==> src/dpc_pkg.sv <==
// datapath configuration register: shared constants and carrier types
// assumes a single pclk domain and an apb master on the register side
package dpc_pkg;

   // register index as printed; the apb byte address is four times it
   localparam logic [7:0] DPC_CFG_IDX = 8'h22;
   localparam logic [11:0] DPC_CFG_ADDR = {2'h0, DPC_CFG_IDX, 2'h0};
   localparam logic [7:0] DPC_CFG_RST = 8'h00;

   // field positions
   localparam int DPC_BIT_LOCK = 7;
   localparam int DPC_BIT_PASS = 6;
   localparam int DPC_BIT_DEPOL = 5;
   localparam int DPC_BIT_REGEN = 4;
   localparam int DPC_BIT_4CH_OVR = 3;
   localparam int DPC_BIT_18BIT = 2;
   localparam int DPC_BIT_INBAND = 1;
   localparam int DPC_BIT_4CH_EN = 0;

   // width of the part the forward channel may load
   localparam int DPC_FC_W = 7;

   // synchroniser depth for the data enable pin
   localparam int DPC_SYNC_STAGES = 2;

   // register layout, msb first
   typedef struct packed {
      logic forward_load_lock;
      logic pixel_pass_ungated;
      logic data_enable_polarity;
      logic audio_repeater_regen;
      logic four_ch_override;
      logic video_18bit;
      logic audio_inband;
      logic four_ch_enable;
   } dpc_cfg_t;

   // forward channel configuration update
   typedef struct packed {
      logic valid;
      logic [DPC_FC_W-1:0] data;
   } dpc_fc_t;

   // steering outputs toward the video and audio path
   typedef struct packed {
      logic pixel_forward;
      logic cp_encrypt_en;
      logic audio_pkt_en;
      logic audio_on_pixel;
      logic audio_on_repeater;
      logic four_ch_active;
      logic video_18bit;
      logic audio_inband;
   } dpc_path_t;

endpackage : dpc_pkg

==> src/dpc_sync.sv <==
// dpc_sync: multi-stage level synchroniser into pclk
// assumes the input is a slow level from a pin; pulses may be missed
`timescale 1ns/1ps
module dpc_sync
   import dpc_pkg::*;
#(
   parameter int W = 1,
   parameter int STAGES = DPC_SYNC_STAGES
) (
   input wire logic pclk,
   input wire logic presetn,
   input wire logic [W-1:0] async_i,
   output logic [W-1:0] sync_o
);

   logic [STAGES-1:0][W-1:0] stage_q;

   // first stage feeds only the next stage
   always_ff @(posedge pclk or negedge presetn) begin
      if (!presetn) begin
         stage_q <= '0;
      end else begin
         stage_q <= {stage_q[STAGES-2:0], async_i};
      end
   end

   assign sync_o = stage_q[STAGES-1];

endmodule : dpc_sync

==> src/dpc_ctrl.sv <==
// dpc_ctrl: datapath configuration register with apb access,
// forward channel loading and steering of the received video/audio path
// assumes apb master and forward channel logic on pclk; de pin is asynchronous
//
// The implementer's own choice: the APB interface to the registers.
`timescale 1ns/1ps

// Function
// - lock bit set ignores forward channel updates
// - unlocked, forward channel loads bits six to zero
// - pixel pass forwards pixels regardless of enable
// - pixel pass disables encryption, blocks audio packets
// - pixel pass ignored without peer protection support
// - polarity bit selects active low data enable
// - regen bit moves audio to repeater pins
// - override selects four channel from enable bit
// - bit two selects 18-bit versus 24-bit video
// - bit one selects in-band versus island audio
// - bit zero enables four channel audio reception
module dpc_ctrl
   import dpc_pkg::*;
(
   input wire logic pclk,
   input wire logic presetn,
   input wire logic psel,
   input wire logic penable,
   input wire logic pwrite,
   input wire logic [11:0] paddr,
   input wire logic [31:0] pwdata,
   input wire logic [3:0] pstrb,
   output logic [31:0] prdata,
   output logic pready,
   output logic pslverr,
   input wire dpc_fc_t fc_cfg_i,
   input wire logic peer_cp_capable_i,
   input wire logic cp_request_i,
   input wire logic de_pin_i,
   output dpc_path_t path_o
);

   typedef struct packed {
      dpc_cfg_t cfg;
      dpc_path_t path;
      logic [31:0] rdata;
   } dpc_state_t;

   dpc_state_t state_q;
   dpc_state_t state_d;
   logic de_sync;
   logic apb_access;
   logic apb_hit;
   logic sw_wr;
   logic fc_ld;
   logic pass_eff;
   logic de_active;

   dpc_sync #(
      .W(1),
      .STAGES(DPC_SYNC_STAGES)
   ) u_de_sync (
      .pclk(pclk),
      .presetn(presetn),
      .async_i(de_pin_i),
      .sync_o(de_sync)
   );

   // zero wait state slave; writes and errors act only in the access phase, read data is caught in setup
   assign apb_access = psel && penable;
   assign apb_hit = (paddr == DPC_CFG_ADDR);
   assign sw_wr = apb_access && pwrite && apb_hit && pstrb[0];
   assign fc_ld = fc_cfg_i.valid && !state_q.cfg.forward_load_lock;
   // pass only honoured when the peer can do content protection
   assign pass_eff = state_q.cfg.pixel_pass_ungated && peer_cp_capable_i;
   assign de_active = de_sync ^ state_q.cfg.data_enable_polarity;

   always_comb begin
      state_d = state_q;
      // forward channel first; a same-cycle software write wins below
      if (fc_ld) begin
         state_d.cfg[DPC_FC_W-1:0] = fc_cfg_i.data;
      end
      if (sw_wr) begin
         state_d.cfg = pwdata[7:0];
      end
      // read data caught in the setup cycle so prdata leaves a flop
      // with no wait state; state_d.cfg is what stands in the access cycle
      if (psel && !penable && !pwrite) begin
         state_d.rdata = apb_hit ? {24'h000000, state_d.cfg} : 32'h00000000;
      end
      state_d.path.pixel_forward = pass_eff || de_active;
      state_d.path.cp_encrypt_en = cp_request_i && !pass_eff;
      state_d.path.audio_pkt_en = !pass_eff;
      state_d.path.audio_on_pixel = !pass_eff && !state_q.cfg.audio_repeater_regen;
      state_d.path.audio_on_repeater = state_q.cfg.audio_repeater_regen;
      // override off forces four channel off whatever the enable says
      state_d.path.four_ch_active = state_q.cfg.four_ch_override
         && state_q.cfg.four_ch_enable;
      state_d.path.video_18bit = state_q.cfg.video_18bit;
      state_d.path.audio_inband = state_q.cfg.audio_inband;
   end

   always_ff @(posedge pclk or negedge presetn) begin
      if (!presetn) begin
         state_q <= '0;
      end else begin
         state_q <= state_d;
      end
   end

   assign pready = 1'b1;
   assign pslverr = apb_access && !apb_hit;
   assign prdata = state_q.rdata;
   assign path_o = state_q.path;
endmodule : dpc_ctrl

==> config.mk <==
export PLATFORM = sky130hd
export DESIGN_NAME = dpc_ctrl
export DESIGN_NICKNAME = d
export VERILOG_FILES = /design/src/dpc_pkg.sv /design/src/dpc_sync.sv /design/src/dpc_ctrl.sv
export SDC_FILE = /design/constraint.sdc
export NUM_CORES = 1
export LEC_CHECK = 0
export BUFFER_PORTS_ARGS = -buffer_cell sky130_fd_sc_hd__buf_2
export CAP_MARGIN = 20
export CELL_PAD_IN_SITES_DETAIL_PLACEMENT = 0
export CELL_PAD_IN_SITES_GLOBAL_PLACEMENT = 2
export CORE_MARGIN = 10
export CORE_UTILIZATION = 23
export CTS_CLUSTER_DIAMETER = 30
export CTS_CLUSTER_SIZE = 16
export DETAILED_ROUTE_END_ITERATION = 16
export PLACE_DENSITY_LB_ADDON = 0.2
export SLEW_MARGIN = 25
export SYNTH_ARGS = -nofsm -noshare
export SYNTH_HDL_FRONTEND = slang
export SYNTH_SLANG_ARGS = --single-unit
==> constraint.sdc <==
create_clock -name pclk -period 1.94 [get_ports pclk]
set_clock_uncertainty 0.05 [all_clocks]
set_input_delay 0.291 -clock pclk [delete_from_list [all_inputs] [get_ports pclk]]
set_output_delay 0.291 -clock pclk [all_outputs]
set_load 0.01 [all_outputs]
==> metrics, run 1 <==
clock share of power 0.281; # IOs 106; first-pass GRT wire length 6.20 mm; max-cap check violation count 0; Tmin final 1490 ps; global route overflow 0; Switching Fraction 0.257; CTS tree yes; Starting Density 0.239; H-tree levels 1; met1 usage 0.0814; Max transition margin 0.606; Setup crit start kind input pin; FF+latch area 651 sq um; post_cts resized 0; layout net count 239; Reg clk slew, reported paths 80 ps; TritonRoute pass-1 iters 4; Setup Fix Bufs, Post-CTS 0; Static Leak 0.907 nW; critical path's top delay family simple AND/OR/NAND/NOR gates; critical path endpoint pslverr; met3 Usage GRT 0.0272; FF-to-FF End prdata[3]; Die ar. 10300 sq um; Routed Antenna Nets 0; Yosys warning total 0; cell area power density 621 nW/um^2; area grow syn2layout 11.8%; f_max 671 MHz; final worst path period share 0.768; final setup fails 0; register area share after synthesis 0.424; Reg2Reg Depth 3; share of cells above drive strength 1 0.405; Data arrival, critical path 1150 ps; critical path's largest stage delay 420 ps; Initial DRC Count 33; async set-or-reset flop fraction in the synthesized netlist 1.00; EDFF count, synth 0; most common cell after layout, fill and taps aside buf_2; Slew Viols, Final 0; IO buf count 53; vias in the first global route 1276; maximum vdd drop 0.000211 V; CP Cell Sequence buf_2 -> nor4b_4 -> a31oi_1 -> buf_2; GRT Max-Usage Layer met2; Max FO, Critical Path 4; CP Class in -> out; clock buffer depth 2; DP Wirelength 3.19 mm; vias per cell 4.12; post-synthesis instance total 136; worst r2r src state_q[47]; crit path buf inv count 2; n_diodes 0; crit path launch paddr[5]; post-route setup TNS 0 ps; Die Span X 102 um; CP dominant cell by count buf_2; Worst R2R Setup Slack 460 ps; #FFs+latches synth 26; drt total wl 4.00 mm; Avg Inst Size Synth 11.3 sq um; largest net degree at the start of global routing 27; Clk Latency, worst-skew pair 270 ps; # fillers 689; status finished, final reports clean; CTS buffer count 3; Worst Path Required 1600 ps; initial antenna violation count 0; Clock Sinks 26; WHS 77.2 ps; Netlist cell types 27; synth top area cells dfrtp_1, buf_4, a221oi_1; switching power 0.000274 W; Top FF cell, synth dfrtp_1; Seq pwr share 0.551; row count 29; final hold vios 0; Root Driver clkbuf_8; synthesized area 1530 sq um; P_int 0.000791 W; CP max-delay cell nor4b_4; M2 GR Usage 0.134; drt drc 0; Worst-Margin Slew 591 ps; routed vias 1031; Logic pwr share 0.168; routed len/inst 16.0 um; CP Capture Type output pin; most frequent cells in the layout buf_2, dfrtp_1, conb_1; unrepaired setup endpoints after global routing no; Yosys top cell by area dfrtp_1; multi-input combinational cell area 636 sq um; Min-Delay Path Class in -> reg; core area 6420 sq um; Routability Congestion 0.732; Total GRT Usage 0.0778; post-synth top area share 0.424; Crit. path cell count 4; die height 102 um
[layer usage]
| metal | routed length [um] | share of wire |
|---|---|---|
| met5 | 0 | 0 |
| met4 | 77 | 0.019 |
| met3 | 337 | 0.084 |
| met2 | 1970 | 0.49 |
| met1 | 1620 | 0.40 |
[power groups by stage]
stage / combinational [W] / sequential [W] / clock [W]
after floorplan: 0.000154 / 0.000594 / 0
after global placement: 0.000175 / 0.000597 / 0
after detailed placement: 0.000179 / 0.000598 / 0
after CTS: 0.000181 / 0.000587 / 0.000315
after global routing: 0.000202 / 0.000591 / 0.000342
final: 0.000179 / 0.000586 / 0.000299
[logic make-up after synthesis]
logic type / synth area share
compound gates: 0.119
xor+xnor: 0.00572
mux: 0.0661
flops: 0.424
simple gates: 0.162
buf+inv: 0.217
other cells: 0.00490
[sequential cells by signal, indices dropped and copies added (netlist names)]
signal and count:
path_o 8, state_d 3, u_de_sync.stage_q 1, state_q 5, u_de_sync.sync_o 1, prdata 8
[layout make-up]
cell class,count,area share
repair buffers,56,0.169
flip-flops and latches,26,0.380
clock buffers,3,0.0241
multi-input cells,88,0.371
well taps,77,0.0562
[cells in the mapped netlist, types with 2 or more instances]
library cell	n
and3b_1	7
mux2_2	5
a221oi_1	7
a21o_1	7
nand2_1	11
a22oi_1	7
nor4b_4	2
nand4_1	2
mux2_4	3
buf_4	41
conb_1	2
and2_1	2
dfrtp_1	26
[what timing repair did]
item                       4_1_cts  5_1_grt
hold endpoints to repair        26        0
setup endpoints to repair        0        0
hold buffers                     1        0
[per-stage QoR]
stage	worst slack, ps	power (W)	area [sq um]	cells	util
3_5_place_dp	156	0.000777	1660	246	0.259
6_report	450	0.00106	1710	250	0.267
4_1_cts	436	0.00108	1710	250	0.267
2_1_floorplan	463	0.000748	1620	159	-
5_1_grt	310	0.00113	1710	250	0.267
3_3_place_gp	200	0.000772	1660	246	0.259
[worst reg2reg max path: cells and delay by family, from the launching register on]
family,cells,cell delay (ps)
flip-flops,1,380
AND/OR/NAND/NOR,1,410
AO/OA/AOI/OAI,2,530
[worst min-delay path by stage]
stage / from / to / cells after the start
final: de_pin_i / u_de_sync.stage_q[0] / 1
after global placement: u_de_sync.stage_q[0] / u_de_sync.sync_o / 0
after floorplan: presetn / path_o[0] / 0
after global routing: de_pin_i / u_de_sync.stage_q[0] / 1
after CTS: de_pin_i / u_de_sync.stage_q[0] / 1
after detailed placement: presetn / state_d[33] / 1
Power figures use the tool's default switching activity.
==> run 2: changes to the inputs <==
- CORE_UTILIZATION: 23 -> 21
- clock period: 1.94 -> 1.3 ns (I/O delays scaled with it)
==> run 2 against run 1 <==
The run now ends with setup timing left. Via count grew 7.5%. Worst hold slack worse by 8.2 ps. Wire length up 4.3%. Non-clock buffer count grew 12. Critical endpoint is now state_q[43].
==> metrics, run 2 (same netlist as run 1, synthesis figures left out) <==
status finished, violations left (was finished, final reports clean); failing checks setup timing; Worst Path Required 1410 ps (was 1600 ps); post-route setup TNS -7.90 ps (was 0 ps); Worst Slack Setup Final -4.24 ps (was 450 ps); initial antenna violation count 0 (unchanged); Static Leak 1.01 nW (was 0.907 nW); critical path's top delay family flip-flops (was simple AND/OR/NAND/NOR gates); cell area power density 847 nW/um^2 (was 621 nW/um^2); clock buffer depth 2 (unchanged); # IOs 106 (unchanged); Die Span X 105 um (was 102 um); die height 105 um (was 102 um); first-pass GRT wire length 6.46 mm (was 6.20 mm); final setup fails 2 (was 0); CP Cell Sequence buf_6 -> and3b_1 -> a21o_1 -> mux2_4 (was buf_2 -> nor4b_4 -> a31oi_1 -> buf_2); CP Class reg -> reg (was in -> out); final non-filler cell total 286 (was 250); unrepaired setup endpoints after global routing yes (was no); IO buf count 53 (unchanged); final hold vios 0 (unchanged); max-cap check violation count 0 (unchanged); row count 31 (was 29); vias in the first global route 1310 (was 1276); WHS 69.0 ps (was 77.2 ps); Setup crit start kind flip-flop (was input pin); crit path buf inv count 1 (was 2); largest net degree at the start of global routing 27 (unchanged); Total GRT Usage 0.0725 (was 0.0778); Slew Viols, Final 0 (unchanged); most frequent cells in the layout buf_2, conb_1, dfrtp_1 (was buf_2, dfrtp_1, conb_1); met3 Usage GRT 0.0341 (was 0.0272); drt drc 0 (unchanged); GRT Max-Usage Layer met2 (unchanged); Routability Congestion 0.676 (was 0.732); CTS buffer count 3 (unchanged); Data arrival, critical path 1420 ps (was 1150 ps); M2 GR Usage 0.116 (was 0.134); DP Wirelength 3.23 mm (was 3.19 mm); Initial DRC Count 33 (unchanged); critical path's largest stage delay 430 ps (was 420 ps); Clock Sinks 26 (unchanged); CTS tree yes (unchanged); drt total wl 4.17 mm (was 4.00 mm); core area 7180 sq um (was 6420 sq um); share of cells above drive strength 1 0.473 (was 0.405); H-tree levels 1 (unchanged); layout net count 252 (was 239); CP Capture Type flip-flop (was output pin); global route overflow 0 (unchanged); routed len/inst 14.6 um (was 16.0 um); Tmin final 1300 ps; TritonRoute pass-1 iters 4 (unchanged); vias per cell 3.87 (was 4.12); Design Area, Final 1940 sq um (was 1710 sq um); Min-Delay Path Class in -> reg (unchanged); Placed Instance Area 1770 sq um (was 1660 sq um); routed vias 1108 (was 1031); maximum vdd drop 0.000252 V (was 0.000211 V); Routed Antenna Nets 0 (unchanged); met1 usage 0.0791 (was 0.0814); Die ar. 11100 sq um (was 10300 sq um); Root Driver clkbuf_8 (unchanged); f_max 767 MHz; Max FO, Critical Path 6 (was 4); CP max-delay cell dfrtp_2 (was nor4b_4); Starting Density 0.214 (was 0.239); most common cell after layout, fill and taps aside buf_2 (unchanged); final worst path period share 1.00; area grow syn2layout 26.4% (was 11.8%); Clk Latency, worst-skew pair 270 ps (about the same); Reg clk slew, reported paths 90 ps (was 80 ps); post-placement cell count 274 (was 246)
[run 2: where the power goes]
group          switching [W]  total [W]  internal (W)
logic               0.000158   0.000309      0.000151
clock network       0.000245   0.000453      0.000207
registers          0.0000260   0.000879      0.000852
total               0.000429    0.00164       0.00121
[run 2: layout make-up]
class	instances	area (sq um)
Antenna cell	1	2.50
Clock buffer	3	41.3
Fill cell	759	5240
Multi-Input combinational cell	89	693
Sequential cell	26	652
Tap cell	99	124
Timing Repair Buffer	68	424
[run 2: stage by stage]
step / setup WS (ps) / utilization / total power [W]
after floorplan: -75.1 / - / 0.00112
after global placement: -155 / 0.247 / 0.00117
after detailed placement: -165 / 0.247 / 0.00118
after CTS: -9.45 / 0.264 / 0.00165
after global routing: -53.1 / 0.270 / 0.00174
final: -4.24 / 0.270 / 0.00164
[run 2: repair_timing]
item | 4_1_cts | 5_1_grt
gates cloned | 1 | 0
pin swaps | 2 | 2
setup endpoints to repair | 15 | 11
endpoints found under the hold margin | 27 | 0
hold buffers | 2 | 0
setup buffers | 4 | 1
gates resized for setup | 8 | 5
[run 2: per-layer routing]
| layer | vias to the layer above | routed length (um) |
|---|---|---|
| met1 | 534 | 1790 |
| met2 | 51 | 1920 |
| met4 | 0 | 64 |
| met3 | 4 | 400 |
| met5 | - | 0 |
| li1 | 519 | - |
[run 2: path summary, 6_finish.rpt]
| kind | from | to | slack [ps] | cells after the start |
|---|---|---|---|---|
| min | peer_cp_capable_i | path_o[4] | 70 | 2 |
| max in group asynchronous | presetn | path_o[5] | 690 | 3 |
| min reg2reg | u_de_sync.stage_q[0] | u_de_sync.sync_o | 300 | 0 |
| min in group asynchronous | presetn | path_o[1] | 340 | 3 |
| max | state_q[47] | state_q[43] | -4 | 4 |
| max reg2reg | state_q[47] | state_q[43] | -4 | 4 |
[run 2: worst register-to-register path, stage by stage (launching register included)]
cell,delay (ps)
dfrtp_2,430
buf_6,130
and3b_1,190
a21o_1,150
mux2_4,250
==> run 3: changes to the inputs <==
- REMOVE_ABC_BUFFERS: unset -> 1
==> run 3 against run 2 <==
Clock power up 14%. Register-to-register slack about the same. Critical path depth unchanged. Sequential power about the same. Die area unchanged. Sequential share of layout area down 1.6 points. Power up 5.4%. Final cell count up 1.0%. Worst hold slack worse by 1.8 ps. The run still ends with setup timing left. Non-clock buffer count up 4. First-iteration DRC count down 85%. Highest routed layer unchanged. Via count down 0.36%.
==> metrics, run 3 (same netlist as run 1, synthesis figures left out) <==
status finished, violations left (unchanged); failing checks setup timing (unchanged); Worst Path Required 1400 ps (was 1410 ps); IO buf count 53 (unchanged); vias in the first global route 1353 (was 1310); Reg2Reg Depth 4 (unchanged); clock buffer depth 2 (unchanged); Max FO, Critical Path 5 (was 6); critical path's largest stage delay 410 ps (was 430 ps); CP Cell Sequence buf_6 -> and3b_1 -> a21o_1 -> mux2_4 (unchanged); Die Span X 105 um (unchanged); Starting Density 0.214 (unchanged); H-tree levels 1 (unchanged); Max transition margin 0.591; drt total wl 4.13 mm (was 4.17 mm); Setup crit start kind flip-flop (unchanged); initial antenna violation count 1 (was 0); Worst Slack Setup Final -14.7 ps (was -4.24 ps); Hold Crit Start peer_cp_capable_i (unchanged); Worst R2R Setup Slack -10 ps (was -4 ps); maximum vdd drop 0.000293 V (was 0.000252 V); cell area power density 851 nW/um^2 (was 847 nW/um^2); most common cell after layout, fill and taps aside buf_2 (unchanged); Setup WS pre-CTS -175 ps (was -165 ps); first-pass GRT wire length 6.85 mm (was 6.46 mm); CP Capture Type flip-flop (unchanged); Routed Antenna Nets 0 (unchanged); Root Driver clkbuf_8 (unchanged); Clk Latency, worst-skew pair 270 ps (about the same); max-cap check violation count 0 (unchanged); share of cells above drive strength 1 0.516 (was 0.473); Total GRT Usage 0.0754 (was 0.0725); layout net count 255 (was 252); die height 105 um (unchanged); post-placement cell count 278 (was 274); Worst-Margin Slew 613 ps; final worst path period share 1.01 (was 1.00); global route overflow 0 (unchanged); final setup fails 6 (was 2); row count 31 (unchanged); worst r2r src state_q[47] (unchanged); Slew Viols, Final 0 (unchanged); # IOs 106 (unchanged); post-route setup TNS -42.5 ps (was -7.90 ps); Tmin final 1310 ps (was 1300 ps); n_diodes 0 (was 1); f_max 761 MHz (was 767 MHz); Min-Delay Endpoint path_o[4] (unchanged); routed len/inst 14.3 um (was 14.6 um); TritonRoute pass-1 iters 2 (was 4); Clock Sinks 26 (unchanged); most frequent cells in the layout buf_2, dfrtp_1, conb_1 (was buf_2, conb_1, dfrtp_1); unrepaired setup endpoints after global routing yes (unchanged); final non-filler cell total 289 (was 286); critical path's top delay family flip-flops (unchanged); CTS buffer count 3 (unchanged); final hold vios 0 (unchanged); drt drc 0 (unchanged); Reg clk slew, reported paths 90 ps (about the same); Static Leak 1.04 nW (was 1.01 nW); area grow syn2layout 32.5% (was 26.4%); Data arrival, critical path 1420 ps (about the same); CTS tree yes (unchanged); CP Class reg -> reg (unchanged); DP Wirelength 3.35 mm (was 3.23 mm); vias per cell 3.82 (was 3.87); Min-Delay Path Class in -> reg (unchanged); CP max-delay cell dfrtp_1 (was dfrtp_2); largest net degree at the start of global routing 27 (unchanged); WHS 67.2 ps (was 69.0 ps); Die ar. 11100 sq um (unchanged); Initial DRC Count 5 (was 33); crit path buf inv count 1 (unchanged); routed vias 1104 (was 1108); Routability Congestion 0.675 (was 0.676); FF-to-FF End state_q[45] (was state_q[43]); Worst Hold Path Cells 2 (unchanged); core area 7180 sq um (unchanged)
-- run 3: cell types whose count changed in the layout (fill, tap and decap cells not counted), sizes merged --
cell,delta
buf,+4
diode,-1
clkbuf,+1
nand2b,-1
-- run 3: power by group --
part | internal, W | leakage, nW | total, W | switching, W
logic | 0.000165 | 0.685 | 0.000332 | 0.000167
clock network | 0.000270 | 0.0288 | 0.000517 | 0.000246
registers | 0.000852 | 0.329 | 0.000880 | 0.0000273
-- run 3: worst max path at each step --
stage | startpoint | endpoint | slack [ps] | cells after the start
CTS | state_q[47] | state_q[40] | -6 | 4
finish | state_q[47] | state_q[45] | -10 | 4
floorplan | state_q[47] | state_d[32] | -60 | 3
global placement | pwrite | prdata[3] | -160 | 5
global route | state_q[47] | state_d[35] | -60 | 4
detailed placement | paddr[5] | state_q[40] | -180 | 5
-- run 3: per-stage QoR --
stage | total power, W | util | area (sq um)
floorplan | 0.00103 | - | 1290
global placement | 0.00117 | 0.248 | 1780
detailed placement | 0.00118 | 0.248 | 1780
CTS | 0.00174 | 0.271 | 1950
global route | 0.00183 | 0.283 | 2030
finish | 0.00173 | 0.283 | 2030
-- run 3: per-layer routing --
metal,vias to the layer above,track usage,share of wire
li1,523,-,-
met1,531,0.0847,0.41
met2,46,0.127,0.50
met3,4,0.0238,0.073
met4,0,0.0353,0.019
met5,-,0,0
-- run 3: timing repair --
action                     in CTS  in global routing
hold endpoints to repair       27                  0
resized for setup              12                 12
setup endpoints to repair      15                 14
pin swaps                       9                 17
buffers inserted                4                  1
hold buffers                    2                  0
-- run 3: area by class of cell --
| type | count | area (sq um) |
|---|---|---|
| Fill cell | 784 | 5140 |
| Multi-Input combinational cell | 88 | 732 |
| Sequential cell | 26 | 651 |
| Timing Repair Buffer | 72 | 469 |
| Tap cell | 99 | 124 |
| Clock buffer | 4 | 55.1 |
-- run 3: worst reg2reg max path, stage by stage, from the launching register on --
cell     delay, ps
dfrtp_1        410
buf_6          130
and3b_1        200
a21o_1         160
mux2_4         250
